==> src/hw/rpts_regs.svh <==
// Constants for the receive SOP timestamp block and its client end
`ifndef RPTS_REGS_SVH
`define RPTS_REGS_SVH

`define RPTS_TIME_W      80
`define RPTS_LANE_W      5
`define RPTS_LANES       20
`define RPTS_FILL_W      7
`define RPTS_SEGS        4

// Normal clock layout field positions
`define RPTS_NC_SEC_MSB  79
`define RPTS_NC_SEC_LSB  32
`define RPTS_NC_NS_MSB   31
`define RPTS_NC_NS_LSB   0

// Transparent clock layout field positions
`define RPTS_TC_SIGN     63
`define RPTS_TC_NS_MSB   62
`define RPTS_TC_NS_LSB   16
`define RPTS_TC_FR_MSB   15
`define RPTS_TC_FR_LSB   0

// Reset values and limits
`define RPTS_TS_RST      80'h0000_0000_0000_0000_0000
`define RPTS_LANE_RST    5'h00
`define RPTS_LANE_LAST   5'h13
`define RPTS_FILL_RST    7'h00
`define RPTS_FILL_MAX    7'h7f
`define RPTS_SOP_RST     4'h0

`endif

==> src/hw/rpts_pkg.sv <==
// Types shared by both ends of the receive SOP timestamp link
`include "rpts_regs.svh"

package rpts_pkg;

    typedef logic [`RPTS_TIME_W-1:0]                     rpts_time_t;
    typedef logic [`RPTS_LANE_W-1:0]                     rpts_lane_t;
    typedef logic [`RPTS_FILL_W-1:0]                     rpts_fill_t;
    typedef logic [`RPTS_LANES-1:0][`RPTS_FILL_W-1:0]    rpts_fill_arr_t;
    typedef logic [`RPTS_SEGS-1:0]                       rpts_sop_t;

    // Capture tracking state of the device end
    typedef enum logic [1:0] {
        RPTS_IDLE  = 2'b01,
        RPTS_ARMED = 2'b10
    } rpts_state_t;

    // True when any segment of the client bus carries a start of packet
    function automatic logic rpts_any_sop(input rpts_sop_t sop);
        rpts_any_sop = |sop;
    endfunction

endpackage

==> src/hw/rpts_link_if.sv <==
// Link between the timestamp device end and the client PTP end
`timescale 1ns/1ps
`include "rpts_regs.svh"

interface rpts_link_if;
    rpts_pkg::rpts_sop_t      sop;
    rpts_pkg::rpts_time_t     tstamp;
    rpts_pkg::rpts_lane_t     pcslane;
    rpts_pkg::rpts_fill_arr_t fill;

    modport dev (output sop, output tstamp, output pcslane, output fill);
    modport client (input sop, input tstamp, input pcslane, input fill);
endinterface

==> src/hw/rpts_lane_fill.sv <==
// Fill level counter for one lane alignment buffer
`timescale 1ns/1ps
`include "rpts_regs.svh"

module rpts_lane_fill (
    input  wire logic              clk_i,
    input  wire logic              reset_i,
    input  wire logic              wr_i,
    input  wire logic              rd_i,
    output rpts_pkg::rpts_fill_t   fill_o
);
    rpts_pkg::rpts_fill_t fill;
    rpts_pkg::rpts_fill_t next_fill;

    // Count words held, one per SerDes cycle, saturating at both ends
    always_comb begin
        next_fill = fill;
        if (wr_i && !rd_i && fill != `RPTS_FILL_MAX) begin
            next_fill = fill + 7'h01;
        end else if (rd_i && !wr_i && fill != `RPTS_FILL_RST) begin
            next_fill = fill - 7'h01;
        end
    end

    // Fill register
    always_ff @(posedge clk_i or posedge reset_i) begin
        if (reset_i) begin
            fill <= `RPTS_FILL_RST;
        end else begin
            fill <= next_fill;
        end
    end

    assign fill_o = fill;
endmodule

==> src/hw/rpts_dev.sv <==
// Device end: captures SOP time at the capture plane, reports it at client SOP
`timescale 1ns/1ps
`include "rpts_regs.svh"

module rpts_dev (
    input  wire logic                  clk_i,
    input  wire logic                  reset_i,
    // System time, driven on this same lane 0 clock by the time source
    input  rpts_pkg::rpts_time_t       sys_time_i,
    // Start of packet crossing the capture plane, with its PCS lane
    input  wire logic                  capture_i,
    input  rpts_pkg::rpts_lane_t       capture_lane_i,
    // Segment SOP flags of the receive pipe, one cycle before the client bus
    input  rpts_pkg::rpts_sop_t        seg_sop_i,
    // Alignment buffer write and read strobes, one bit per PCS lane
    input  wire logic [`RPTS_LANES-1:0] aligner_wr_i,
    input  wire logic [`RPTS_LANES-1:0] aligner_rd_i,
    // Set when a capture was replaced before its SOP reached the client
    output logic                       capture_overrun_o,
    rpts_link_if.dev                   link
);
    // Capture tracking state
    rpts_pkg::rpts_state_t state;
    rpts_pkg::rpts_state_t next_state;

    // Pending capture waiting for its SOP on the client bus
    rpts_pkg::rpts_time_t  pend_ts;
    rpts_pkg::rpts_time_t  next_pend_ts;
    rpts_pkg::rpts_lane_t  pend_lane;
    rpts_pkg::rpts_lane_t  next_pend_lane;

    // Values shown to the client
    rpts_pkg::rpts_sop_t   sop;
    rpts_pkg::rpts_sop_t   next_sop;
    rpts_pkg::rpts_time_t  tstamp;
    rpts_pkg::rpts_time_t  next_tstamp;
    rpts_pkg::rpts_lane_t  pcslane;
    rpts_pkg::rpts_lane_t  next_pcslane;
    logic                  overrun;
    logic                  next_overrun;

    logic                  sop_now;
    logic                  have_capture;

    assign sop_now      = rpts_pkg::rpts_any_sop(seg_sop_i);
    assign have_capture = (state == rpts_pkg::RPTS_ARMED);

    // Capture tracking: arm on a capture-plane event, disarm when its SOP is shown
    always_comb begin
        next_state     = state;
        next_pend_ts   = pend_ts;
        next_pend_lane = pend_lane;
        next_overrun   = overrun;
        case (state)
            rpts_pkg::RPTS_IDLE: begin
                if (capture_i && !sop_now) begin
                    next_state = rpts_pkg::RPTS_ARMED;
                end
            end
            rpts_pkg::RPTS_ARMED: begin
                if (sop_now && !capture_i) begin
                    next_state = rpts_pkg::RPTS_IDLE;
                end else if (capture_i && !sop_now) begin
                    next_overrun = 1'b1;    // Older capture lost, sticky until reset
                end
            end
            default: begin
                next_state = rpts_pkg::RPTS_IDLE;
            end
        endcase
        // Time is taken as the SOP passes the capture plane, unchanged in layout
        if (capture_i) begin
            next_pend_ts   = sys_time_i;
            next_pend_lane = capture_lane_i;
        end
    end

    // Capture tracking registers
    always_ff @(posedge clk_i or posedge reset_i) begin
        if (reset_i) begin
            state     <= rpts_pkg::RPTS_IDLE;
            pend_ts   <= `RPTS_TS_RST;
            pend_lane <= `RPTS_LANE_RST;
            overrun   <= 1'b0;
        end else begin
            state     <= next_state;
            pend_ts   <= next_pend_ts;
            pend_lane <= next_pend_lane;
            overrun   <= next_overrun;
        end
    end

    // Client output: SOP flags pass one register, timestamp loads with them
    always_comb begin
        next_sop     = seg_sop_i;
        next_tstamp  = tstamp;
        next_pcslane = pcslane;
        if (sop_now) begin
            if (capture_i && !have_capture) begin
                // SOP crossed the plane in this very cycle: take time directly
                next_tstamp  = sys_time_i;
                next_pcslane = capture_lane_i;
            end else begin
                next_tstamp  = pend_ts;
                next_pcslane = pend_lane;
            end
        end
        // Without a new SOP the last timestamp and lane stay in place
    end

    // Client output registers
    always_ff @(posedge clk_i or posedge reset_i) begin
        if (reset_i) begin
            sop     <= `RPTS_SOP_RST;
            tstamp  <= `RPTS_TS_RST;
            pcslane <= `RPTS_LANE_RST;
        end else begin
            sop     <= next_sop;
            tstamp  <= next_tstamp;
            pcslane <= next_pcslane;
        end
    end

    // One fill counter per PCS lane, lanes 0 to 8 and 9 to 19 alike
    genvar g;
    generate
        for (g = 0; g < `RPTS_LANES; g = g + 1) begin : g_lane
            rpts_lane_fill u_fill (
                .clk_i   (clk_i),
                .reset_i (reset_i),
                .wr_i    (aligner_wr_i[g]),
                .rd_i    (aligner_rd_i[g]),
                .fill_o  (link.fill[g])
            );
        end
    endgenerate

    // Link drive, all from registers
    assign link.sop       = sop;
    assign link.tstamp    = tstamp;
    assign link.pcslane   = pcslane;
    assign capture_overrun_o = overrun;
endmodule

==> src/flat_wrapper.sv <==
// flat-port wrapper written by rule: the top's interface ports become plain ports
module rpts_dev_flat 
  (clk_i, reset_i, sys_time_i, capture_i, capture_lane_i, seg_sop_i, aligner_wr_i, aligner_rd_i, capture_overrun_o, link_sop, link_tstamp, link_pcslane, link_fill);
  rpts_link_if link_i ();
  input  wire logic clk_i;
  input  wire logic reset_i;
  input  rpts_pkg::rpts_time_t sys_time_i;
  input  wire logic capture_i;
  input  rpts_pkg::rpts_lane_t capture_lane_i;
  input  rpts_pkg::rpts_sop_t seg_sop_i;
  input  wire logic [`RPTS_LANES-1:0] aligner_wr_i;
  input  wire logic [`RPTS_LANES-1:0] aligner_rd_i;
  output logic capture_overrun_o;
  output wire logic [$bits(link_i.sop)-1:0] link_sop;
  output wire logic [$bits(link_i.tstamp)-1:0] link_tstamp;
  output wire logic [$bits(link_i.pcslane)-1:0] link_pcslane;
  output wire logic [$bits(link_i.fill)-1:0] link_fill;
  assign link_sop = link_i.sop;
  assign link_tstamp = link_i.tstamp;
  assign link_pcslane = link_i.pcslane;
  assign link_fill = link_i.fill;
  rpts_dev u_core (.clk_i(clk_i), .reset_i(reset_i), .sys_time_i(sys_time_i), .capture_i(capture_i), .capture_lane_i(capture_lane_i), .seg_sop_i(seg_sop_i), .aligner_wr_i(aligner_wr_i), .aligner_rd_i(aligner_rd_i), .capture_overrun_o(capture_overrun_o), .link(link_i));
endmodule
==> config.mk <==
export PLATFORM = sky130hd
export DESIGN_NAME = rpts_dev_flat
export DESIGN_NICKNAME = d
export VERILOG_FILES = /design/src/hw/rpts_pkg.sv /design/src/hw/rpts_link_if.sv /design/src/hw/rpts_lane_fill.sv /design/src/hw/rpts_dev.sv /design/src/flat_wrapper.sv
export VERILOG_INCLUDE_DIRS = /design/src /design/src/hw
export SDC_FILE = /design/constraint.sdc
export NUM_CORES = 1
export LEC_CHECK = 0
export ABC_AREA = 1
export BUFFER_PORTS_ARGS = -buffer_cell sky130_fd_sc_hd__buf_2
export CORE_MARGIN = 2
export CORE_UTILIZATION = 40
export DETAILED_ROUTE_END_ITERATION = 8
export SYNTH_ARGS = -nofsm -noshare
export SYNTH_HDL_FRONTEND = slang
export SYNTH_HIERARCHICAL = 1
export SYNTH_SLANG_ARGS = --single-unit
==> constraint.sdc <==
create_clock -name clk_i -period 6 [get_ports clk_i]
set_input_delay 0.3 -clock clk_i [delete_from_list [all_inputs] [get_ports clk_i]]
set_output_delay 0.3 -clock clk_i [all_outputs]
set_load 0.03 [all_outputs]
==> results of run 1 <==
==> routing by layer <==
metal,share of wire,track usage
met5,0,0
met2,0.48,0.352
met3,0.052,0.0299
met4,0.025,0.0679
met1,0.45,0.265
==> how the worst max path moves through the flow <==
stage / start / end / slack [ps]
final: u_core/state[0]$_DFFE_PP1P_ / u_core/link.tstamp[53]$_DFFE_PP0P_ / 3810
after CTS: u_core/state[0]$_DFFE_PP1P_ / u_core/link.tstamp[19]$_DFFE_PP0P_ / 3840
after global routing: u_core/state[0]$_DFFE_PP1P_ / u_core/link.tstamp[30]$_DFFE_PP0P_ / 3650
after global placement: capture_i / u_core/link.tstamp[34]$_DFFE_PP0P_ / 3710
after detailed placement: capture_i / u_core/link.tstamp[19]$_DFFE_PP0P_ / 3670
after floorplan: reset_i / u_core/capture_overrun_o$_DFFE_PP0P_ / 900
==> state kept, by name, indices dropped and copies added, names as in the netlist <==
| signal | flops |
|---|---|
| u_core/capture_overrun_o | 1 |
| u_core/g_lane.u_fill/fill_o | 140 |
| u_core/link.pcslane | 5 |
| u_core/link.sop | 4 |
| u_core/link.tstamp | 80 |
| u_core/pend_lane | 5 |
| u_core/pend_ts | 80 |
| u_core/state | 2 |
==> logic make-up (layout without fill, tap and decap cells) <==
kind of cell / after synthesis / count (layout)
and+or+nand+nor: 1601 / 1601
AOI/OAI and AO/OA: 206 / 206
xor gates and xnor gates: 80 / 80
adders and majority gates: 140 / 140
other: 0 / 1
DFF: 317 / 317
buffers and inverters: 388 / 849
==> worst reg2reg max path, stage by stage (launching register included) <==
cell and delay [ps]:
dfstp_2 350, inv_1 70, nand2_2 60, nand2_2 620, buf_4 660, nand2_1 140
nand3_1 110, nand2_1 70
==> timing repair <==
item / in CTS / in global routing
endpoints found under the setup margin: 0 / 0
hold endpoints to repair: 88 / 0
hold buffers: 88 / 0
==> per-stage QoR <==
stage | instances | util | hold WS (ps) | power (uW)
finish | 3866 | 0.500 | 52.8 | 12500
global route | 3865 | 0.500 | 51.2 | 13600
CTS | 3865 | 0.500 | 7.87 | 12600
detailed placement | 3703 | 0.454 | 455 | 9880
global placement | 3703 | 0.454 | 453 | 9710
floorplan | 2732 | - | 103 | 8270
==> synthesized netlist by cell type <==
| master | number | area share |
|---|---|---|
| xor2_1 | 60 | 0.026 |
| buf_2 | 25 | 0.0061 |
| xnor2_1 | 20 | 0.0085 |
| clkbuf_1 | 33 | 0.0060 |
| o21ai_2 | 20 | 0.0085 |
| inv_1 | 295 | 0.054 |
| dfrtp_1 | 316 | 0.39 |
| o21ai_4 | 20 | 0.016 |
| nand3_2 | 20 | 0.0098 |
| o21ai_0 | 85 | 0.021 |
| buf_1 | 2 | 0.00037 |
| nand3_1 | 316 | 0.077 |
| ha_1 | 120 | 0.073 |
| nand3b_1 | 40 | 0.015 |
| nand2_2 | 1 | 0.00031 |
| buf_6 | 5 | 0.0027 |
| fa_1 | 20 | 0.020 |
| nor2_2 | 1 | 0.00031 |
| nor2_1 | 181 | 0.033 |
| clkinv_4 | 20 | 0.0085 |
| o21ai_1 | 40 | 0.0098 |
| o21bai_1 | 1 | 0.00037 |
| nor2_4 | 1 | 0.00055 |
| nand2_4 | 20 | 0.011 |
| nand2_1 | 960 | 0.18 |
| nand4_1 | 1 | 0.00031 |
| nor3_1 | 20 | 0.0049 |
| or2_2 | 20 | 0.0061 |
| dfstp_2 | 1 | 0.0013 |
| a21oi_1 | 40 | 0.0098 |
| buf_4 | 8 | 0.0029 |
| or2_1 | 20 | 0.0061 |
==> report_power, final <==
group / switching [uW] / internal (uW) / leakage, uW
clock network: 969 / 1580 / 0.000697
logic: 4040 / 2300 / 0.00903
registers: 825 / 2740 / 0.00379
==> layout make-up <==
type | count | area, sq um
multi-input cells | 2027 | 10900
diodes | 1 | 2.50
flip-flops and latches | 317 | 7930
clock inverters | 15 | 240
inverters | 315 | 1290
repair buffers | 460 | 2780
clock buffers | 59 | 1170
fillers | 4830 | 25200
well taps | 672 | 841
==> results.sh, run 1 <==
export IMPL_status="complete, no violations"
export IMPL_yosys_warnings=6
export IMPL_yosys_mux_area_fraction=0
export IMPL_finalWirelength_um=54800
export IMPL_r2r_end="u_core/link.tstamp[53]$_DFFE_PP0P_"
export IMPL_final_area_sq_mm=0.0252
export IMPL_place_gp_congestion=0.882
export IMPL_cts_tree="built"
export IMPL_grt_first_pass_wirelength_um=91100
export IMPL_tightest_slew_ps=1090
export IMPL_critical_path_depth=7
export IMPL_first_pass_iters=7
export IMPL_viasPerCell=4.89
export IMPL_worstPathArrival_ps=2640
export IMPL_drc=0
export IMPL_crit_family="simple AND/OR/NAND/NOR gates"
export IMPL_rsz0062_at_grt="no"
export IMPL_start_util=0.407
export IMPL_finalCriticalPeriod_ps=2190
export IMPL_maxCapViolations=0
export IMPL_cts_resized=0
export IMPL_path_buf_inv=2
export IMPL_final_common_cell="nand2_1"
export IMPL_max_stage_delay_ps=630
export IMPL_clk_latency_ps=570
export IMPL_synth_top_family_by_area="simple AND/OR/NAND/NOR gates"
export IMPL_min_path_type="in -> reg"
export IMPL_avgSynthCellArea_sq_um=7.50
export IMPL_power_density_mw_per_mm2=495
export IMPL_clk_pin_slew_worst_paths_ps=60
export IMPL_clock_skew_ps=15.2
export IMPL_post_cts_buffers=0
export IMPL_cts_max_path_buffers=3
export IMPL_htree_levels=2
export IMPL_timing_final_crit_share=0.365
export IMPL_synth_fp_nets=3004
export IMPL_whs_path_depth=3
export IMPL_synth_seq_cells=317
export IMPL_clock_sinks=317
export IMPL_synth_fa_ha_area_frac=0.0928
export IMPL_rrSetupSlack_ps=3810
export IMPL_drive_gt1_frac=0.177
export IMPL_hold_viol=0
export IMPL_max_slew_margin=0.274
export IMPL_slew_viol_final=0
export IMPL_dr_first_iter_drc_count=1296
export IMPL_placedInstanceArea_sq_mm=0.0229
export IMPL_path_class="reg -> reg"
export IMPL_synth_cell_area_sq_mm=0.0205
export IMPL_crit_fanout=46
export IMPL_vias=18900
export IMPL_cp_slowest_cell="buf_4"
export IMPL_synth_yosys_seq_area_share=0.387
export IMPL_holdPathEnd="u_core/pend_ts[6]$_DFFE_PP0P_"
export IMPL_synth_cell_types=32
export IMPL_synth_simple_gate_area_frac=0.340
export IMPL_layout_setup_ws_ps=3810
export IMPL_die_y_um=230
export IMPL_cp_end_kind="flip-flop"
export IMPL_ir_drop_uv=276
export IMPL_antenna_left=0
export IMPL_synth_xor_area_share=0.0342
export IMPL_grt_max_degree=94
export IMPL_dp_hpwl_um=38200
export IMPL_cts_root_buf="clkbuf_16"
export IMPL_grt_usage=0.205
export IMPL_rows=82
export IMPL_timing_fmax_mhz=457
export IMPL_path_cells="inv_1 -> nand2_2 -> nand2_2 -> buf_4 -> nand2_1 -> nand3_1 -> nand2_1"
export IMPL_grt_pass1_vias=18500
export IMPL_antenna_found_initial=0
export IMPL_grt_overflow=0
export IMPL_finalSetupTns_ps=0
export IMPL_post_place_ws_ps=3670
export IMPL_r2r_worst_path_cells=7
export IMPL_wl_per_cell_um=14.2
export IMPL_power_leakage_uw=0.0135
export IMPL_core_area_sq_mm=0.0504
export IMPL_setup_viol=0
export IMPL_die_x_um=230
export IMPL_mostFrequentLayoutCells="958 x nand2_1, 360 x buf_2, 316 x nand3_1, 316 x dfrtp_1, 294 x inv_1"
export IMPL_io_buffers=361
export IMPL_die_area_sq_mm=0.0531
export IMPL_synthCells=2732
export IMPL_num_io_pins=362
export IMPL_numCtsBuffers=40
export IMPL_synth_compound_area_share=0.0651
export IMPL_r2r_start="u_core/state[0]$_DFFE_PP1P_"
export IMPL_min_from="sys_time_i[6]"
export IMPL_fin_nets=3433
export IMPL_syn_to_final_growth_pct=22.8
export IMPL_crit_required_ps=6450
export IMPL_cp_start_kind="flip-flop"
Note: power is estimated with default switching activity, not from simulation.
==> run 2, diff against run 1 <==
- clock period: 6 -> 2.2 ns (I/O delays scaled with it)
==> run 2 against run 1 <==
Utilization increased by 2.5 points; clock power increased to 2.6 times the previous value; critical endpoint is now u_core/g_lane[6].u_fill/fill_o[6]$_DFFE_PP0P_; die area unchanged; register-to-register slack got worse by 3700 ps; clock skew increased by 5.7 ps; flip-flop and latch count unchanged; sequential power increased by 140%; setup slack got worse by 3700 ps; clock-buffer cell count decreased by 8.
==> results.sh, run 2 (same netlist as run 1, synthesis figures left out) <==
export IMPL_dp_hpwl_um=40300
export IMPL_clk_pin_slew_worst_paths_ps=60
export IMPL_layout_setup_ws_ps=140
export IMPL_start_util=0.407
export IMPL_tightest_slew_ps=625
export IMPL_hold_viol=0
export IMPL_placedInstanceArea_sq_mm=0.0238
export IMPL_finalSetupTns_ps=0
export IMPL_antenna_left=0
export IMPL_crit_required_ps=2630
export IMPL_final_common_cell="nand2_1"
export IMPL_rows=82
export IMPL_timing_final_crit_share=0.937
export IMPL_setup_viol=0
export IMPL_grt_first_pass_wirelength_um=94300
export IMPL_slew_viol_final=0
export IMPL_rsz0062_at_grt="no"
export IMPL_mostFrequentLayoutCells="958 x nand2_1, 360 x buf_2, 316 x nand3_1, 316 x dfrtp_1, 294 x inv_1"
export IMPL_path_cells="nand2_1 -> nor2_1 -> nand2_1 -> nand3_2 -> ha_1 -> or2_2 -> nand3_1 -> nand2_1 -> nand2_1 -> nand2_1 -> nand2_1 -> nand2_1"
export IMPL_first_pass_iters=5
export IMPL_whs_ps=35.4
export IMPL_final_util=0.524
export IMPL_worstPathArrival_ps=2490
export IMPL_finalCriticalPeriod_ps=2060
export IMPL_numCtsBuffers=39
export IMPL_path_class="reg -> reg"
export IMPL_min_path_type="in -> reg"
export IMPL_num_io_pins=362
export IMPL_max_stage_delay_ps=420
export IMPL_io_buffers=361
export IMPL_die_x_um=230
export IMPL_ir_drop_uv=811
export IMPL_status="complete, no violations"
export IMPL_die_y_um=230
export IMPL_finalWirelength_um=56700
export IMPL_place_gp_congestion=0.840
export IMPL_power_density_mw_per_mm2=1340
export IMPL_power_leakage_uw=0.0142
export IMPL_viasPerCell=4.86
export IMPL_fin_nets=3566
export IMPL_antenna_found_initial=3
export IMPL_cts_max_path_buffers=3
export IMPL_vias=19400
export IMPL_cp_slowest_cell="dfrtp_1"
export IMPL_drive_gt1_frac=0.206
export IMPL_clk_latency_ps=560
export IMPL_cts_root_buf="clkbuf_16"
export IMPL_grt_pass1_vias=19200
export IMPL_post_place_ws_ps=145
export IMPL_cts_tree="built"
export IMPL_cp_end_kind="flip-flop"
export IMPL_core_area_sq_mm=0.0504
export IMPL_cp_start_kind="flip-flop"
export IMPL_post_cts_buffers=0
export IMPL_clock_sinks=317
export IMPL_crit_top_cell="nand2_1"
export IMPL_grt_overflow=0
export IMPL_largest_register_ffs=140
export IMPL_maxCapViolations=0
export IMPL_wl_per_cell_um=14.2
export IMPL_dr_first_iter_drc_count=1150
export IMPL_clock_skew_ps=20.9
export IMPL_layout_area_seq_sq_mm=0.00793
export IMPL_fill_cells=4861
export IMPL_die_area_sq_mm=0.0531
export IMPL_multi_input_area_sq_mm=0.0111
export IMPL_max_slew_margin=0.584
export IMPL_htree_levels=2
export IMPL_drc=0
export IMPL_grt_max_degree=137
export IMPL_final_area_sq_mm=0.0264
export IMPL_syn_to_final_growth_pct=28.9
export IMPL_timing_fmax_mhz=485
export IMPL_crit_fanout=9
export IMPL_grt_usage=0.212
[run 2: cell count changes in the layout (fill, tap and decap cells not counted), moves of 6 or more]
cell	previous run	this run
nand3_2	20	9
buf_4	11	111
nand3_4	0	11
dlygate4sd3_1	88	114
clkbuf_1	9	3
buf_12	0	8
[run 2: worst paths after layout]
kind                                                               start                                              to  slack [ps]  depth (start not counted)
setup / recovery           u_core/g_lane[6].u_fill/fill_o[5]$_DFFE_PP0P_   u_core/g_lane[6].u_fill/fill_o[6]$_DFFE_PP0P_         140                         12
hold / removal                                          aligner_wr_i[10]  u_core/g_lane[10].u_fill/fill_o[6]$_DFFE_PP0P_          40                          6
setup reg to reg           u_core/g_lane[6].u_fill/fill_o[5]$_DFFE_PP0P_   u_core/g_lane[6].u_fill/fill_o[6]$_DFFE_PP0P_         140                         12
hold reg to reg                     u_core/capture_overrun_o$_DFFE_PP0P_            u_core/capture_overrun_o$_DFFE_PP0P_         480                          1
max in group asynchronous                                        reset_i              u_core/link.tstamp[31]$_DFFE_PP0P_        1270                          4
min in group asynchronous                                        reset_i              u_core/link.tstamp[10]$_DFFE_PP0P_         350                          4
[run 2: cell type report]
class / instances / share of cell area
diodes: 3 / 0.000284
clock buffers: 51 / 0.0425
clock inverters: 19 / 0.00749
inverters: 315 / 0.0487
multi-input cells: 2027 / 0.419
flip-flops and latches: 317 / 0.300
well taps: 672 / 0.0318
repair buffers: 594 / 0.149
[run 2: per-layer routing]
| metal | routed length (um) | vias to the layer above | GRT usage |
|---|---|---|---|
| met5 | 0 | - | 0 |
| met4 | 1490 | 0 | 0.0669 |
| met3 | 3250 | 91 | 0.0417 |
| met2 | 27300 | 453 | 0.366 |
| met1 | 24700 | 9125 | 0.268 |
| li1 | - | 9777 | - |
[run 2: through the flow]
| stage | std cells | total power (uW) |
|---|---|---|
| after floorplan | 2732 | 22600 |
| after global placement | 3811 | 28000 |
| after detailed placement | 3811 | 28500 |
| after CTS | 3995 | 35500 |
| after global routing | 3997 | 38400 |
| final | 3998 | 35300 |
[run 2: repair_timing]
action / in CTS / in global routing
endpoints found under the setup margin: 0 / 16
hold endpoints to repair: 530 / 0
resized for setup: 0 / 21
hold buffers: 114 / 0
[run 2: worst max-delay path, delay by kind of cell (launching register included)]
family | cells | cell delay, ps
adder cells (fa/ha/maj) | 1 | 390
flip-flops | 1 | 420
AND/OR/NAND/NOR | 11 | 1130
[run 2: where the power goes]
part / switching, uW / total (uW) / internal (uW)
logic: 12700 / 20300 / 7620
clock network: 2610 / 6570 / 3960
registers: 999 / 8480 / 7480
total: 16300 / 35300 / 19100
